**config.mk**
```make
export PLATFORM = sky130hd
export DESIGN_NAME = sim_ctl
export DESIGN_NICKNAME = d
export VERILOG_FILES = /design/src/sim_ctl_pkg.sv /design/src/sim_ctl.sv
export VERILOG_INCLUDE_DIRS = /design/src
export SDC_FILE = /design/constraint.sdc
export NUM_CORES = 1
export LEC_CHECK = 0
export BUFFER_PORTS_ARGS = -buffer_cell sky130_fd_sc_hd__buf_2
export CAP_MARGIN = 25
export CELL_PAD_IN_SITES_DETAIL_PLACEMENT = 1
export CELL_PAD_IN_SITES_GLOBAL_PLACEMENT = 1
export CORE_MARGIN = 4
export CORE_UTILIZATION = 39
export DETAILED_ROUTE_END_ITERATION = 7
export PLACE_DENSITY = 0.82
export SLEW_MARGIN = 20
export SYNTH_ARGS = -nofsm -noshare
export SYNTH_HDL_FRONTEND = slang
export SYNTH_SLANG_ARGS = --single-unit
```
**constraint.sdc**
```tcl
create_clock -name i_clk_sys -period 3.3 [get_ports i_clk_sys]
set_input_delay 0.33 -clock i_clk_sys [delete_from_list [all_inputs] [get_ports i_clk_sys]]
set_output_delay 0.33 -clock i_clk_sys [all_outputs]
set_load 0.01 [all_outputs]
```
**src/sim_ctl_regs.svh**
```systemverilog
// offsets, field positions, reset values and counts of the integration block
`ifndef SIM_CTL_REGS_SVH
`define SIM_CTL_REGS_SVH
`define ADDR_BREAK_STATUS 8'h00
`define ADDR_BREAK_FLAG_CTRL 8'h01
`define ADDR_SYS_CONFIG 8'h02
`define BIT_BREAK_WAIT 0
`define BIT_BREAK_CLEAR_ENABLE 0
`define BIT_SHORT_RECOVERY 0
`define BIT_WATCHDOG_DISABLE 1
`define RST_SYS_CONFIG 8'h00
`define NUM_IRQ 8
`define CNT_WIDTH 12
`define CNT_ONES 12'hfff
`define RECOVERY_LONG_CYC 12'hfff
`define RECOVERY_SHORT_CYC 12'h01f
`define STARTUP_CYC 12'hfff
`define VEC_SWI 4'hf
`endif

```
**src/sim_ctl_pkg.sv**
```systemverilog
// types shared by the integration block
package sim_ctl_pkg;
  typedef enum logic [2:0] {
    ST_STARTUP,
    ST_RUN,
    ST_WAIT,
    ST_STOP,
    ST_RECOVER
  } sim_state_type;
  typedef logic [7:0] byte_type;
  typedef logic [3:0] vec_type;
endpackage : sim_ctl_pkg

```
**src/sim_ctl.sv**
```systemverilog
// counter, exception control and low-power control of the integration block
//
// The strobed register port and the register addresses were left to the implementer.
`timescale 1ns/1ps
`include "sim_ctl_regs.svh"
// Summary of operation
// - 12-bit counter advances on each crystal clock falling-edge enable
// - each counter overflow is a one-cycle watchdog tick
// - counter held cleared in stop, then times stop recovery
// - recovery length sampled at wake: 32 cycles if short select, else 4096
// - pin reset leaves counter alone; counter free-runs after reset
// - hardware interrupt taken at instruction boundary if unmasked and enabled
// - request latched with constant vector; nothing pre-empts in run until serviced or a cli executes; wait and stop wakes ignore the latch
// - highest priority pending request chosen at a boundary
// - request pending on return is taken before next program instruction
// - entry stacks registers and sets mask; return restores them
// - high index register is not stacked on entry
// - software interrupt ignores mask and stacks current program counter
// - any reset overrides interrupts without arbitration
// - break request vectors cpu to software interrupt vector
// - in break, flag clears allowed only with break clear enable set
// - two-step clears stay blocked in break; second step after exit works
// - wait or stop clears the mask and stops cpu clock
// - wait keeps peripheral clocks; enabled interrupt wakes, stacking next cycle
// - wait ends on reset or break; break in wait sets break wait flag
// - watchdog runs through wait while watchdog disable is zero
// - stop gates base and crystal clocks; wake stacks after recovery time
// - break module inactive in stop; its registers untouched by stop
// - internal reset clears counter; pin reset does not
// - break wait flag cleared by writing zero or by reset
// - power-on or low-voltage reset holds clocks 4096 crystal cycles
module sim_ctl (
  input wire logic i_clk_sys,
  input wire logic i_rst_n,
  input wire logic i_crystal_clock_fall,
  input wire logic i_pin_reset,
  input wire logic i_internal_reset,
  input wire logic i_power_on_reset_pulse,
  input wire logic i_instr_boundary,
  input wire logic i_cpu_i_mask,
  input wire logic i_cli_exec,
  input wire logic [`NUM_IRQ-1:0] i_irq_req,
  input wire logic [`NUM_IRQ-1:0] i_irq_en,
  input wire logic i_int_serviced,
  input wire logic i_swi_exec,
  input wire logic i_rti_exec,
  input wire logic i_wait_exec,
  input wire logic i_stop_exec,
  input wire logic i_break_req,
  input wire logic [7:0] i_addr,
  input wire sim_ctl_pkg::byte_type i_wr_data,
  input wire logic i_wr,
  input wire logic i_rd,
  output sim_ctl_pkg::byte_type o_rd_data,
  output sim_ctl_pkg::vec_type o_vector_sel,
  output logic o_stack_start,
  output logic o_stack_pc_minus1,
  output logic o_stack_high_index,
  output logic o_set_i_mask,
  output logic o_clear_i_mask,
  output logic o_restore_regs,
  output logic o_cpu_clk_en,
  output logic o_periph_clk_en,
  output logic o_base_clock_out_en,
  output logic o_crystal_clock_en,
  output logic o_bus_clocks_en,
  output logic o_watchdog_tick,
  output logic o_watchdog_run,
  output logic o_break_active,
  output logic o_break_mode,
  output logic o_flag_clear_allow
);
  import sim_ctl_pkg::*;

  // ----------------------------------------------------------------
  // functions
  // ----------------------------------------------------------------
  function automatic logic [4:0] pick_irq(
    input logic [`NUM_IRQ-1:0] req,
    input logic [`NUM_IRQ-1:0] en
  );
    logic [4:0] res;
    res = 5'h00;
    for (int k = `NUM_IRQ - 1; k >= 0; k--) begin
      if (req[k] && en[k]) begin
        res = {1'b1, 4'(k)};
      end
    end
    return res;
  endfunction : pick_irq

  // ----------------------------------------------------------------
  // declarations
  // ----------------------------------------------------------------
  sim_state_type state_r;
  logic [`CNT_WIDTH-1:0] cnt_r;
  logic [`CNT_WIDTH-1:0] rec_limit_r;
  logic latched_r;
  logic bw_r;
  logic break_clear_flag_enable_r;
  byte_type config_r;
  logic [4:0] hw_pick;
  logic any_reset;
  logic cnt_hold;
  logic cnt_last;
  logic take_hw;
  logic wake_irq;

  assign hw_pick = pick_irq(i_irq_req, i_irq_en);
  assign any_reset = i_pin_reset | i_internal_reset | i_power_on_reset_pulse;
  assign cnt_hold = i_internal_reset | i_power_on_reset_pulse | i_stop_exec |
                    (state_r == ST_STOP);
  assign cnt_last = i_crystal_clock_fall &&
                    ((state_r == ST_RECOVER && cnt_r == rec_limit_r) ||
                     (state_r == ST_STARTUP && cnt_r == `STARTUP_CYC));
  assign take_hw = i_instr_boundary && !latched_r && !i_cpu_i_mask &&
                   hw_pick[4];
  assign wake_irq = hw_pick[4];

  // ----------------------------------------------------------------
  // stabilisation counter
  // ----------------------------------------------------------------
  always_ff @(posedge i_clk_sys or negedge i_rst_n) begin
    if (!i_rst_n) begin
      cnt_r <= '0;
    end else if (cnt_hold) begin
      cnt_r <= '0;
    end else if (i_crystal_clock_fall) begin
      cnt_r <= cnt_r + 12'h001;
    end
  end

  always_ff @(posedge i_clk_sys or negedge i_rst_n) begin
    if (!i_rst_n) begin
      o_watchdog_tick <= 1'b0;
    end else begin
      o_watchdog_tick <= !cnt_hold && i_crystal_clock_fall &&
                         (cnt_r == `CNT_ONES);
    end
  end

  always_ff @(posedge i_clk_sys or negedge i_rst_n) begin
    if (!i_rst_n) begin
      o_watchdog_run <= 1'b0;
    end else begin
      o_watchdog_run <= !config_r[`BIT_WATCHDOG_DISABLE];
    end
  end

  // ----------------------------------------------------------------
  // mode sequencing
  // ----------------------------------------------------------------
  always_ff @(posedge i_clk_sys or negedge i_rst_n) begin
    if (!i_rst_n) begin
      state_r <= ST_STARTUP;
      rec_limit_r <= `RECOVERY_LONG_CYC;
    end else if (i_power_on_reset_pulse) begin
      state_r <= ST_STARTUP;
    end else if (i_pin_reset || i_internal_reset) begin
      state_r <= ST_RUN;
    end else begin
      case (state_r)
        ST_STARTUP: begin
          if (cnt_last) begin
            state_r <= ST_RUN;
          end
        end
        ST_RUN: begin
          if (i_stop_exec) begin
            state_r <= ST_STOP;
          end else if (i_wait_exec) begin
            state_r <= ST_WAIT;
          end
        end
        ST_WAIT: begin
          if (i_break_req || wake_irq) begin
            state_r <= ST_RUN;
          end
        end
        ST_STOP: begin
          if (i_break_req || wake_irq) begin
            state_r <= ST_RECOVER;
            if (config_r[`BIT_SHORT_RECOVERY]) begin
              rec_limit_r <= `RECOVERY_SHORT_CYC;
            end else begin
              rec_limit_r <= `RECOVERY_LONG_CYC;
            end
          end
        end
        ST_RECOVER: begin
          if (cnt_last) begin
            state_r <= ST_RUN;
          end
        end
        default: begin
          state_r <= ST_RUN;
        end
      endcase
    end
  end

  // ----------------------------------------------------------------
  // clock gating
  // ----------------------------------------------------------------
  always_ff @(posedge i_clk_sys or negedge i_rst_n) begin
    if (!i_rst_n) begin
      o_cpu_clk_en <= 1'b0;
      o_periph_clk_en <= 1'b0;
      o_bus_clocks_en <= 1'b0;
      o_base_clock_out_en <= 1'b1;
      o_crystal_clock_en <= 1'b1;
      o_break_active <= 1'b1;
    end else begin
      o_cpu_clk_en <= (state_r == ST_RUN) && !i_wait_exec &&
                      !i_stop_exec;
      o_periph_clk_en <= (state_r == ST_RUN) ||
                         (state_r == ST_WAIT);
      o_bus_clocks_en <= (state_r != ST_STARTUP);
      o_base_clock_out_en <= (state_r != ST_STOP);
      o_crystal_clock_en <= (state_r != ST_STOP);
      o_break_active <= (state_r != ST_STOP);
    end
  end

  // ----------------------------------------------------------------
  // interrupt latching and entry
  // ----------------------------------------------------------------
  always_ff @(posedge i_clk_sys or negedge i_rst_n) begin
    if (!i_rst_n) begin
      latched_r <= 1'b0;
      o_vector_sel <= '0;
      o_stack_start <= 1'b0;
      o_stack_pc_minus1 <= 1'b0;
      o_set_i_mask <= 1'b0;
    end else if (any_reset) begin
      latched_r <= 1'b0;
      o_stack_start <= 1'b0;
      o_set_i_mask <= 1'b0;
    end else begin
      o_stack_start <= 1'b0;
      o_set_i_mask <= 1'b0;
      if (i_int_serviced || i_cli_exec) begin
        latched_r <= 1'b0;
      end
      case (state_r)
        ST_RUN: begin
          if (i_instr_boundary && !latched_r && i_break_req) begin
            latched_r <= 1'b1;
            o_vector_sel <= `VEC_SWI;
            o_stack_pc_minus1 <= 1'b1;
            o_stack_start <= 1'b1;
            o_set_i_mask <= 1'b1;
          end else if (i_swi_exec && !latched_r) begin
            latched_r <= 1'b1;
            o_vector_sel <= `VEC_SWI;
            o_stack_pc_minus1 <= 1'b0;
            o_stack_start <= 1'b1;
            o_set_i_mask <= 1'b1;
          end else if (take_hw) begin
            latched_r <= 1'b1;
            o_vector_sel <= hw_pick[3:0];
            o_stack_pc_minus1 <= 1'b1;
            o_stack_start <= 1'b1;
            o_set_i_mask <= 1'b1;
          end
        end
        ST_WAIT: begin
          if (i_break_req) begin
            latched_r <= 1'b1;
            o_vector_sel <= `VEC_SWI;
            o_stack_pc_minus1 <= 1'b1;
            o_stack_start <= 1'b1;
            o_set_i_mask <= 1'b1;
          end else if (wake_irq) begin
            latched_r <= 1'b1;
            o_vector_sel <= hw_pick[3:0];
            o_stack_pc_minus1 <= 1'b1;
            o_stack_start <= 1'b1;
            o_set_i_mask <= 1'b1;
          end
        end
        ST_STOP: begin
          if (i_break_req) begin
            latched_r <= 1'b1;
            o_vector_sel <= `VEC_SWI;
            o_stack_pc_minus1 <= 1'b1;
          end else if (wake_irq) begin
            latched_r <= 1'b1;
            o_vector_sel <= hw_pick[3:0];
            o_stack_pc_minus1 <= 1'b1;
          end
        end
        ST_RECOVER: begin
          if (cnt_last) begin
            o_stack_start <= 1'b1;
            o_set_i_mask <= 1'b1;
          end
        end
        default: begin
          o_stack_start <= 1'b0;
        end
      endcase
    end
  end

  always_ff @(posedge i_clk_sys or negedge i_rst_n) begin
    if (!i_rst_n) begin
      o_stack_high_index <= 1'b0;
      o_restore_regs <= 1'b0;
      o_clear_i_mask <= 1'b0;
    end else begin
      o_stack_high_index <= 1'b0;
      o_restore_regs <= i_rti_exec && !any_reset;
      o_clear_i_mask <= (i_wait_exec || i_stop_exec) && !any_reset;
    end
  end

  // ----------------------------------------------------------------
  // break mode and flag protection
  // ----------------------------------------------------------------
  always_ff @(posedge i_clk_sys or negedge i_rst_n) begin
    if (!i_rst_n) begin
      o_break_mode <= 1'b0;
    end else if (any_reset) begin
      o_break_mode <= 1'b0;
    end else if (i_break_req && (state_r == ST_WAIT ||
                 (state_r == ST_RUN && i_instr_boundary && !latched_r))) begin
      o_break_mode <= 1'b1;
    end else if (i_rti_exec) begin
      o_break_mode <= 1'b0;
    end
  end

  always_ff @(posedge i_clk_sys or negedge i_rst_n) begin
    if (!i_rst_n) begin
      o_flag_clear_allow <= 1'b1;
    end else begin
      o_flag_clear_allow <= !o_break_mode || break_clear_flag_enable_r;
    end
  end

  // ----------------------------------------------------------------
  // registers
  // ----------------------------------------------------------------
  always_ff @(posedge i_clk_sys or negedge i_rst_n) begin
    if (!i_rst_n) begin
      bw_r <= 1'b0;
    end else if (any_reset) begin
      bw_r <= 1'b0;
    end else if (state_r == ST_WAIT && i_break_req) begin
      bw_r <= 1'b1;
    end else if (i_wr && i_addr == `ADDR_BREAK_STATUS &&
                 !i_wr_data[`BIT_BREAK_WAIT]) begin
      bw_r <= 1'b0;
    end
  end

  always_ff @(posedge i_clk_sys or negedge i_rst_n) begin
    if (!i_rst_n) begin
      break_clear_flag_enable_r <= 1'b0;
      config_r <= `RST_SYS_CONFIG;
    end else if (i_wr) begin
      if (i_addr == `ADDR_BREAK_FLAG_CTRL) begin
        break_clear_flag_enable_r <= i_wr_data[`BIT_BREAK_CLEAR_ENABLE];
      end
      if (i_addr == `ADDR_SYS_CONFIG) begin
        config_r <= i_wr_data & 8'h03;
      end
    end
  end

  always_ff @(posedge i_clk_sys or negedge i_rst_n) begin
    if (!i_rst_n) begin
      o_rd_data <= '0;
    end else if (i_rd) begin
      case (i_addr)
        `ADDR_BREAK_STATUS: o_rd_data <= {7'h00, bw_r};
        `ADDR_BREAK_FLAG_CTRL: o_rd_data <= {7'h00, break_clear_flag_enable_r};
        `ADDR_SYS_CONFIG: o_rd_data <= config_r;
        default: o_rd_data <= 8'h00;
      endcase
    end else begin
      o_rd_data <= 8'h00;
    end
  end
endmodule : sim_ctl

```
### Word-level counts from Yosys, hierarchy flattened

Cells that the tools add are included.

* $add $sub $neg: 1
* eq/ne operators: 15
* muxes and demuxes: 55
* bitwise logic cells: 8
* reduce and logical (&&, ||, !) cells: 59

Operator list (number)
* 2-to-1 mux 5 bit: 8
* 2-to-1 mux 12 bit: 3
* logical AND 1 bit: 28
* 2-to-1 mux 1 bit: 25
* 2-to-1 mux 3 bit: 7
* 2-to-1 mux 4 bit: 5
* adder 12 x 1 -> 12 bit, second input constant: 1
* == test 12 bit: 1
* == test 12 bit, second input constant: 1
* case mux 3 bit (4 select lines): 1
* AND reduction 4 bit: 3
* logical NOT 1 bit: 9
* nonzero test 3 bit: 3
* == test 8 x 1 -> 1 bit, second input constant: 1
* == test 8 x 2 -> 1 bit, second input constant: 1
* logical NOT 8 bit: 1
* logical OR 1 bit: 8
* 2-to-1 mux 8 bit: 1
* != test 4 bit, second input constant: 2
* case mux 4 bit (2 select lines): 1
* == test 3 x 2 -> 1 bit, second input constant: 2
* case mux 2 bit (3 select lines): 1
* != test 5 bit, second input constant: 1
* OR 1 bit: 5
* 13 further kinds: 19

* bits in registers: 56
* input bits: 49
* output and inout port bits: 28

### Logic depth before layout (Yosys ltp)

* depth after elaboration: 15
* depth in mapped cells: 5
* depth with buffers taken out: 5

### Worst setup path after synthesis

No wires, ideal clock.

* kind: input port to flip-flop
* from: input port i_addr[5]
* to: register config_r[0]
* arrival time: 1712 ps
* slack: 1463 ps
* cell stages on the path: 5
* cells stage by stage: or4_4 -> nor3_4 -> nand2_1 -> or3_4 -> mux2_4

* longest elaborated chain between the ends: 2

RTL lines
* start: declaration: RTL line sim_ctl.sv:50 `input wire logic [7:0] i_addr,`
* == test 8 x 2 -> 1 bit
* AND reduction 2 bit (no source line)
* end signal: assignment: RTL line sim_ctl.sv:361 `` config_r <= `RST_SYS_CONFIG; ``
* end signal: assignment: RTL line sim_ctl.sv:367 `config_r <= i_wr_data & 8'h03;`
* end: declaration: RTL line sim_ctl.sv:101 `byte_type config_r;`

Every way passes these cells.
A chain may end at the register's enable or synchronous reset.

### Worst setup path in the final report

* from: register state_r[1]
* to: register o_stack_pc_minus1

* longest elaborated chain between the ends: 4
* elaborated cells on any way between the ends: 9
* those cells by class: eq/ne: 5; mux: 1; reduce/logical: 3

RTL lines
* start: declaration: RTL line sim_ctl.sv:95 `sim_state_type state_r;`
* start signal: assignment: RTL line sim_ctl.sv:155 `state_r <= ST_STARTUP;`
* start signal: assignment: RTL line sim_ctl.sv:158 `state_r <= ST_STARTUP;`
* start signal: assignment: RTL line sim_ctl.sv:160 `state_r <= ST_RUN;`
* == test 3 x 2 -> 1 bit: RTL line sim_ctl.sv:245 `case (state_r)`
* OR reduction 2 bit (no source line)
* != test 3 x 1 -> 1 bit (no source line) / nonzero test 2 bit (equally long branches)
* AND reduction 4 bit (no source line)
* end signal: assignment: RTL line sim_ctl.sv:250 `o_stack_pc_minus1 <= 1'b1;`
* end signal: assignment: RTL line sim_ctl.sv:256 `o_stack_pc_minus1 <= 1'b0;`
* end signal: assignment: RTL line sim_ctl.sv:262 `o_stack_pc_minus1 <= 1'b1;`
* end: declaration: RTL line sim_ctl.sv:57 `output logic o_stack_pc_minus1,`

Several ways; a longest one is shown, not always the timed one.

==> results by group <==
Power
  • Worst IR Drop VDD: 0.1816 mV
  • PwrDens: 403.5 nW/um^2
  • Leakage: 1.142 nW

Detailed routing
  • Routed Antenna Nets: 0
  • Drt drc: 0
  • Vias per cell: 5.224
  • Via count: 1792
  • DRT iter0 DRCs: 75
  • Final WL: 5008 um
  • DRT Pass-1 Iters: 4
  • Wire length per cell: 14.60 um

CTS
  • Post-cts resize count: 0
  • Worst-Skew Late Latency: 0.30 ns
  • Reg clk slew, reported paths: 0.08 ns
  • Clock Tree Buf Depth: 2
  • CTS root buf: clkbuf_8
  • Cts bufs inserted: 5
  • CTS tree: yes
  • Clock sinks: 39
  • H-tree depth: 2
  • Hold_buf cts: 0
  • Post-CTS Setup Repair Bufs: 0

Setup path
  • Crit Path Class: reg -> reg
  • Critical Path Fanout Max: 8
  • Flop-to-flop setup slack: 1.26 ns
  • Reg2reg path depth: 5
  • Worst EP required: 3.48 ns
  • Worst EP arrival: 2.22 ns
  • CP Capture Type: flip-flop
  • Worst reg2reg endpoint: o_stack_pc_minus1$_DFFE_PN0P_
  • Crit Reg-Reg Startpoint: state_r[1]$_DFFE_PN0P_
  • Startpoint class of the critical path: flip-flop

Timing
  • Setup-failing EPs final: 0
  • Max-slew violation count: 0
  • Final Cycle Share: 0.6182
  • Post-route setup TNS: 0 ns
  • Fmax: 490.2 MHz
  • RSZ-0062 raised after global routing: false
  • Worst slack on hold paths: 0.1442 ns
  • Worst Clk Skew: 0.008503 ns
  • Tmin final: 2.040 ns
  • Slew headroom: 0.4202
  • Final Hold Viols: 0
  • Worst-margin pin slew: 0.8697 ns

GRT
  • First-pass GRT wire length: 8369 um
  • GRT Residual Overflow: 0
  • Global-route total usage across every layer: 0.1650
  • Largest net degree at the start of global routing: 40
  • Vias in the first global route: 1781
  • Initial antenna violation count: 0

Synth
  • Synth cell types: 48
  • Number of flops mapped to enable cells by yosys: 0
  • Area of the mapped netlist: 2063 um^2
  • Avg Inst Size Synth: 9.825 um^2
  • Seq/Total Area, Yosys: 0.4748
  • Syn. warnings: 0
  • Synth Instances: 210
  • Post-synth top flop: dfrtp_1
  • Post-synthesis sequential element count: 39
  • Ys async rst share: 1.000

Worst hold path
  • Worst hold path class: in -> async

Placement
  • Gpl congestion: 0.8287
  • IO buf count: 63
  • Hpwl dp: 3870 um
  • Placed Cells incl. Taps: 335

Floorplanning
  • Num rows: 26
  • Chip width: 80.74 um
  • Die Height: 80.74 um
  • Die Footprint: 6518 um^2
  • Core area: 5107 um^2
  • Starting Density: 0.4040
  • I/O pin count: 77

Finish
  • Final Core Density: 0.4870
  • Nets: 322
  • Most frequent cells in the layout: buf_2, dfrtp_1, nor2_1, nand2_1, a21oi_1
  • Layout cells sized above 1: 0.3004
  • Ant diodes: 0
  • Non-filler instance count after layout: 343
  • Commonest non-fill, non-tap cell in the layout: buf_2
  • Layout area overhead: 20.56%

Job
  • Maxcap violations: 0

Outcome
  • Status: finished, final reports clean
per-layer routing:
layer | wire length (um) | vias up | global-route usage | share of wire
li1 | - | 862 | - | -
met1 | 2312 | 880 | 0.2211 | 0.46
met2 | 2397 | 43 | 0.2699 | 0.48
met3 | 224 | 7 | 0.02772 | 0.045
met4 | 73 | 0 | 0.05912 | 0.015
met5 | 0 | - | 0 | 0
cell type report:
class | count | area, um^2
Timing Repair Buffer | 63 | 315.3
Inverter | 5 | 18.77
Multi-Input combinational cell | 158 | 997.2
Fill cell | 635 | 2620
Clock inverter | 3 | 20.02
Sequential cell | 39 | 979.7
Tap cell | 70 | 87.58
Clock buffer | 5 | 68.82
sequential cells by signal, summed over array words and instances (netlist names), 2 cells and up:
register	flops
cnt_r	12
o_vector_sel	4
state_r	3
config_r	2
o_rd_data	2
logic make-up after synthesis:
logic type,Yosys count,share of synthesized area
AOI/OAI and AO/OA,42,0.1461
xor gates and xnor gates,10,0.04245
adders and majority gates,1,0.006063
buffers and inverters,19,0.05276
DFF,39,0.4748
muxes,8,0.04488
other,1,0.001818
and+or+nand+nor,90,0.2311
Yosys cell counts (2+ instances only):
master / n / area, um^2
a21oi_1: 9 / 45.04
a22oi_1: 8 / 60.06
a2bb2oi_1: 3 / 26.28
a31oi_1: 2 / 12.51
and2_1: 3 / 18.77
and3_1: 3 / 18.77
buf_4: 10 / 75.07
clkbuf_1: 4 / 15.01
dfrtp_1: 36 / 900.9
dfstp_2: 3 / 78.83
inv_1: 5 / 18.77
mux2_1: 2 / 22.52
mux2_4: 2 / 30.03
mux2i_1: 4 / 40.04
nand2_1: 17 / 63.81
nand2b_1: 6 / 37.54
nand3_1: 5 / 25.02
nand4_1: 8 / 50.05
nor2_1: 25 / 93.84
nor2b_1: 2 / 12.51
nor3_1: 8 / 40.04
nor4_1: 3 / 18.77
o21ai_0: 5 / 25.02
o21ai_1: 2 / 10.01
o21ba_1: 2 / 20.02
o31ai_1: 2 / 15.01
or3_1: 2 / 12.51
xnor2_1: 2 / 17.52
xor2_1: 8 / 70.07
how the worst max path moves through the flow:
stage,from,end,slack (ns),cells after the start
after detailed placement,i_irq_req[0],o_stack_pc_minus1$_DFFE_PN0P_,1.27,6
after global placement,state_r[1]$_DFFE_PN0P_,o_stack_pc_minus1$_DFFE_PN0P_,1.31,5
after global routing,state_r[1]$_DFFE_PN0P_,o_stack_pc_minus1$_DFFE_PN0P_,1.14,5
after floorplan,i_addr[5],config_r[0]$_DFFE_PN0P_,1.46,5
after CTS,state_r[1]$_DFFE_PN0P_,o_stack_pc_minus1$_DFFE_PN0P_,1.27,5
final,state_r[1]$_DFFE_PN0P_,o_stack_pc_minus1$_DFFE_PN0P_,1.26,5
report_power, final:
part / leakage, nW / switching, mW / internal, mW
Clock: 0.0402 / 0.177 / 0.147
Sequential: 0.507 / 0.0146 / 0.505
Combinational: 0.595 / 0.0888 / 0.0712
worst max-delay path, cell delays in order (launching register included):
cell	delay [ns]
dfrtp_1	0.46
nand2b_1	0.29
nor4b_2	0.25
a21oi_1	0.13
a211oi_2	0.43
mux2_1	0.36
through the flow:
step / power [mW] / cell area [um^2] / worst slack (ns)
after floorplan: 0.6145 / 2086 / 1.463
after global placement: 0.6859 / 2399 / 1.312
after detailed placement: 0.6926 / 2399 / 1.274
after CTS: 1.014 / 2487 / 1.266
after global routing: 1.059 / 2487 / 1.137
final: 1.004 / 2487 / 1.260
Note: power is estimated with default switching activity, not from simulation.
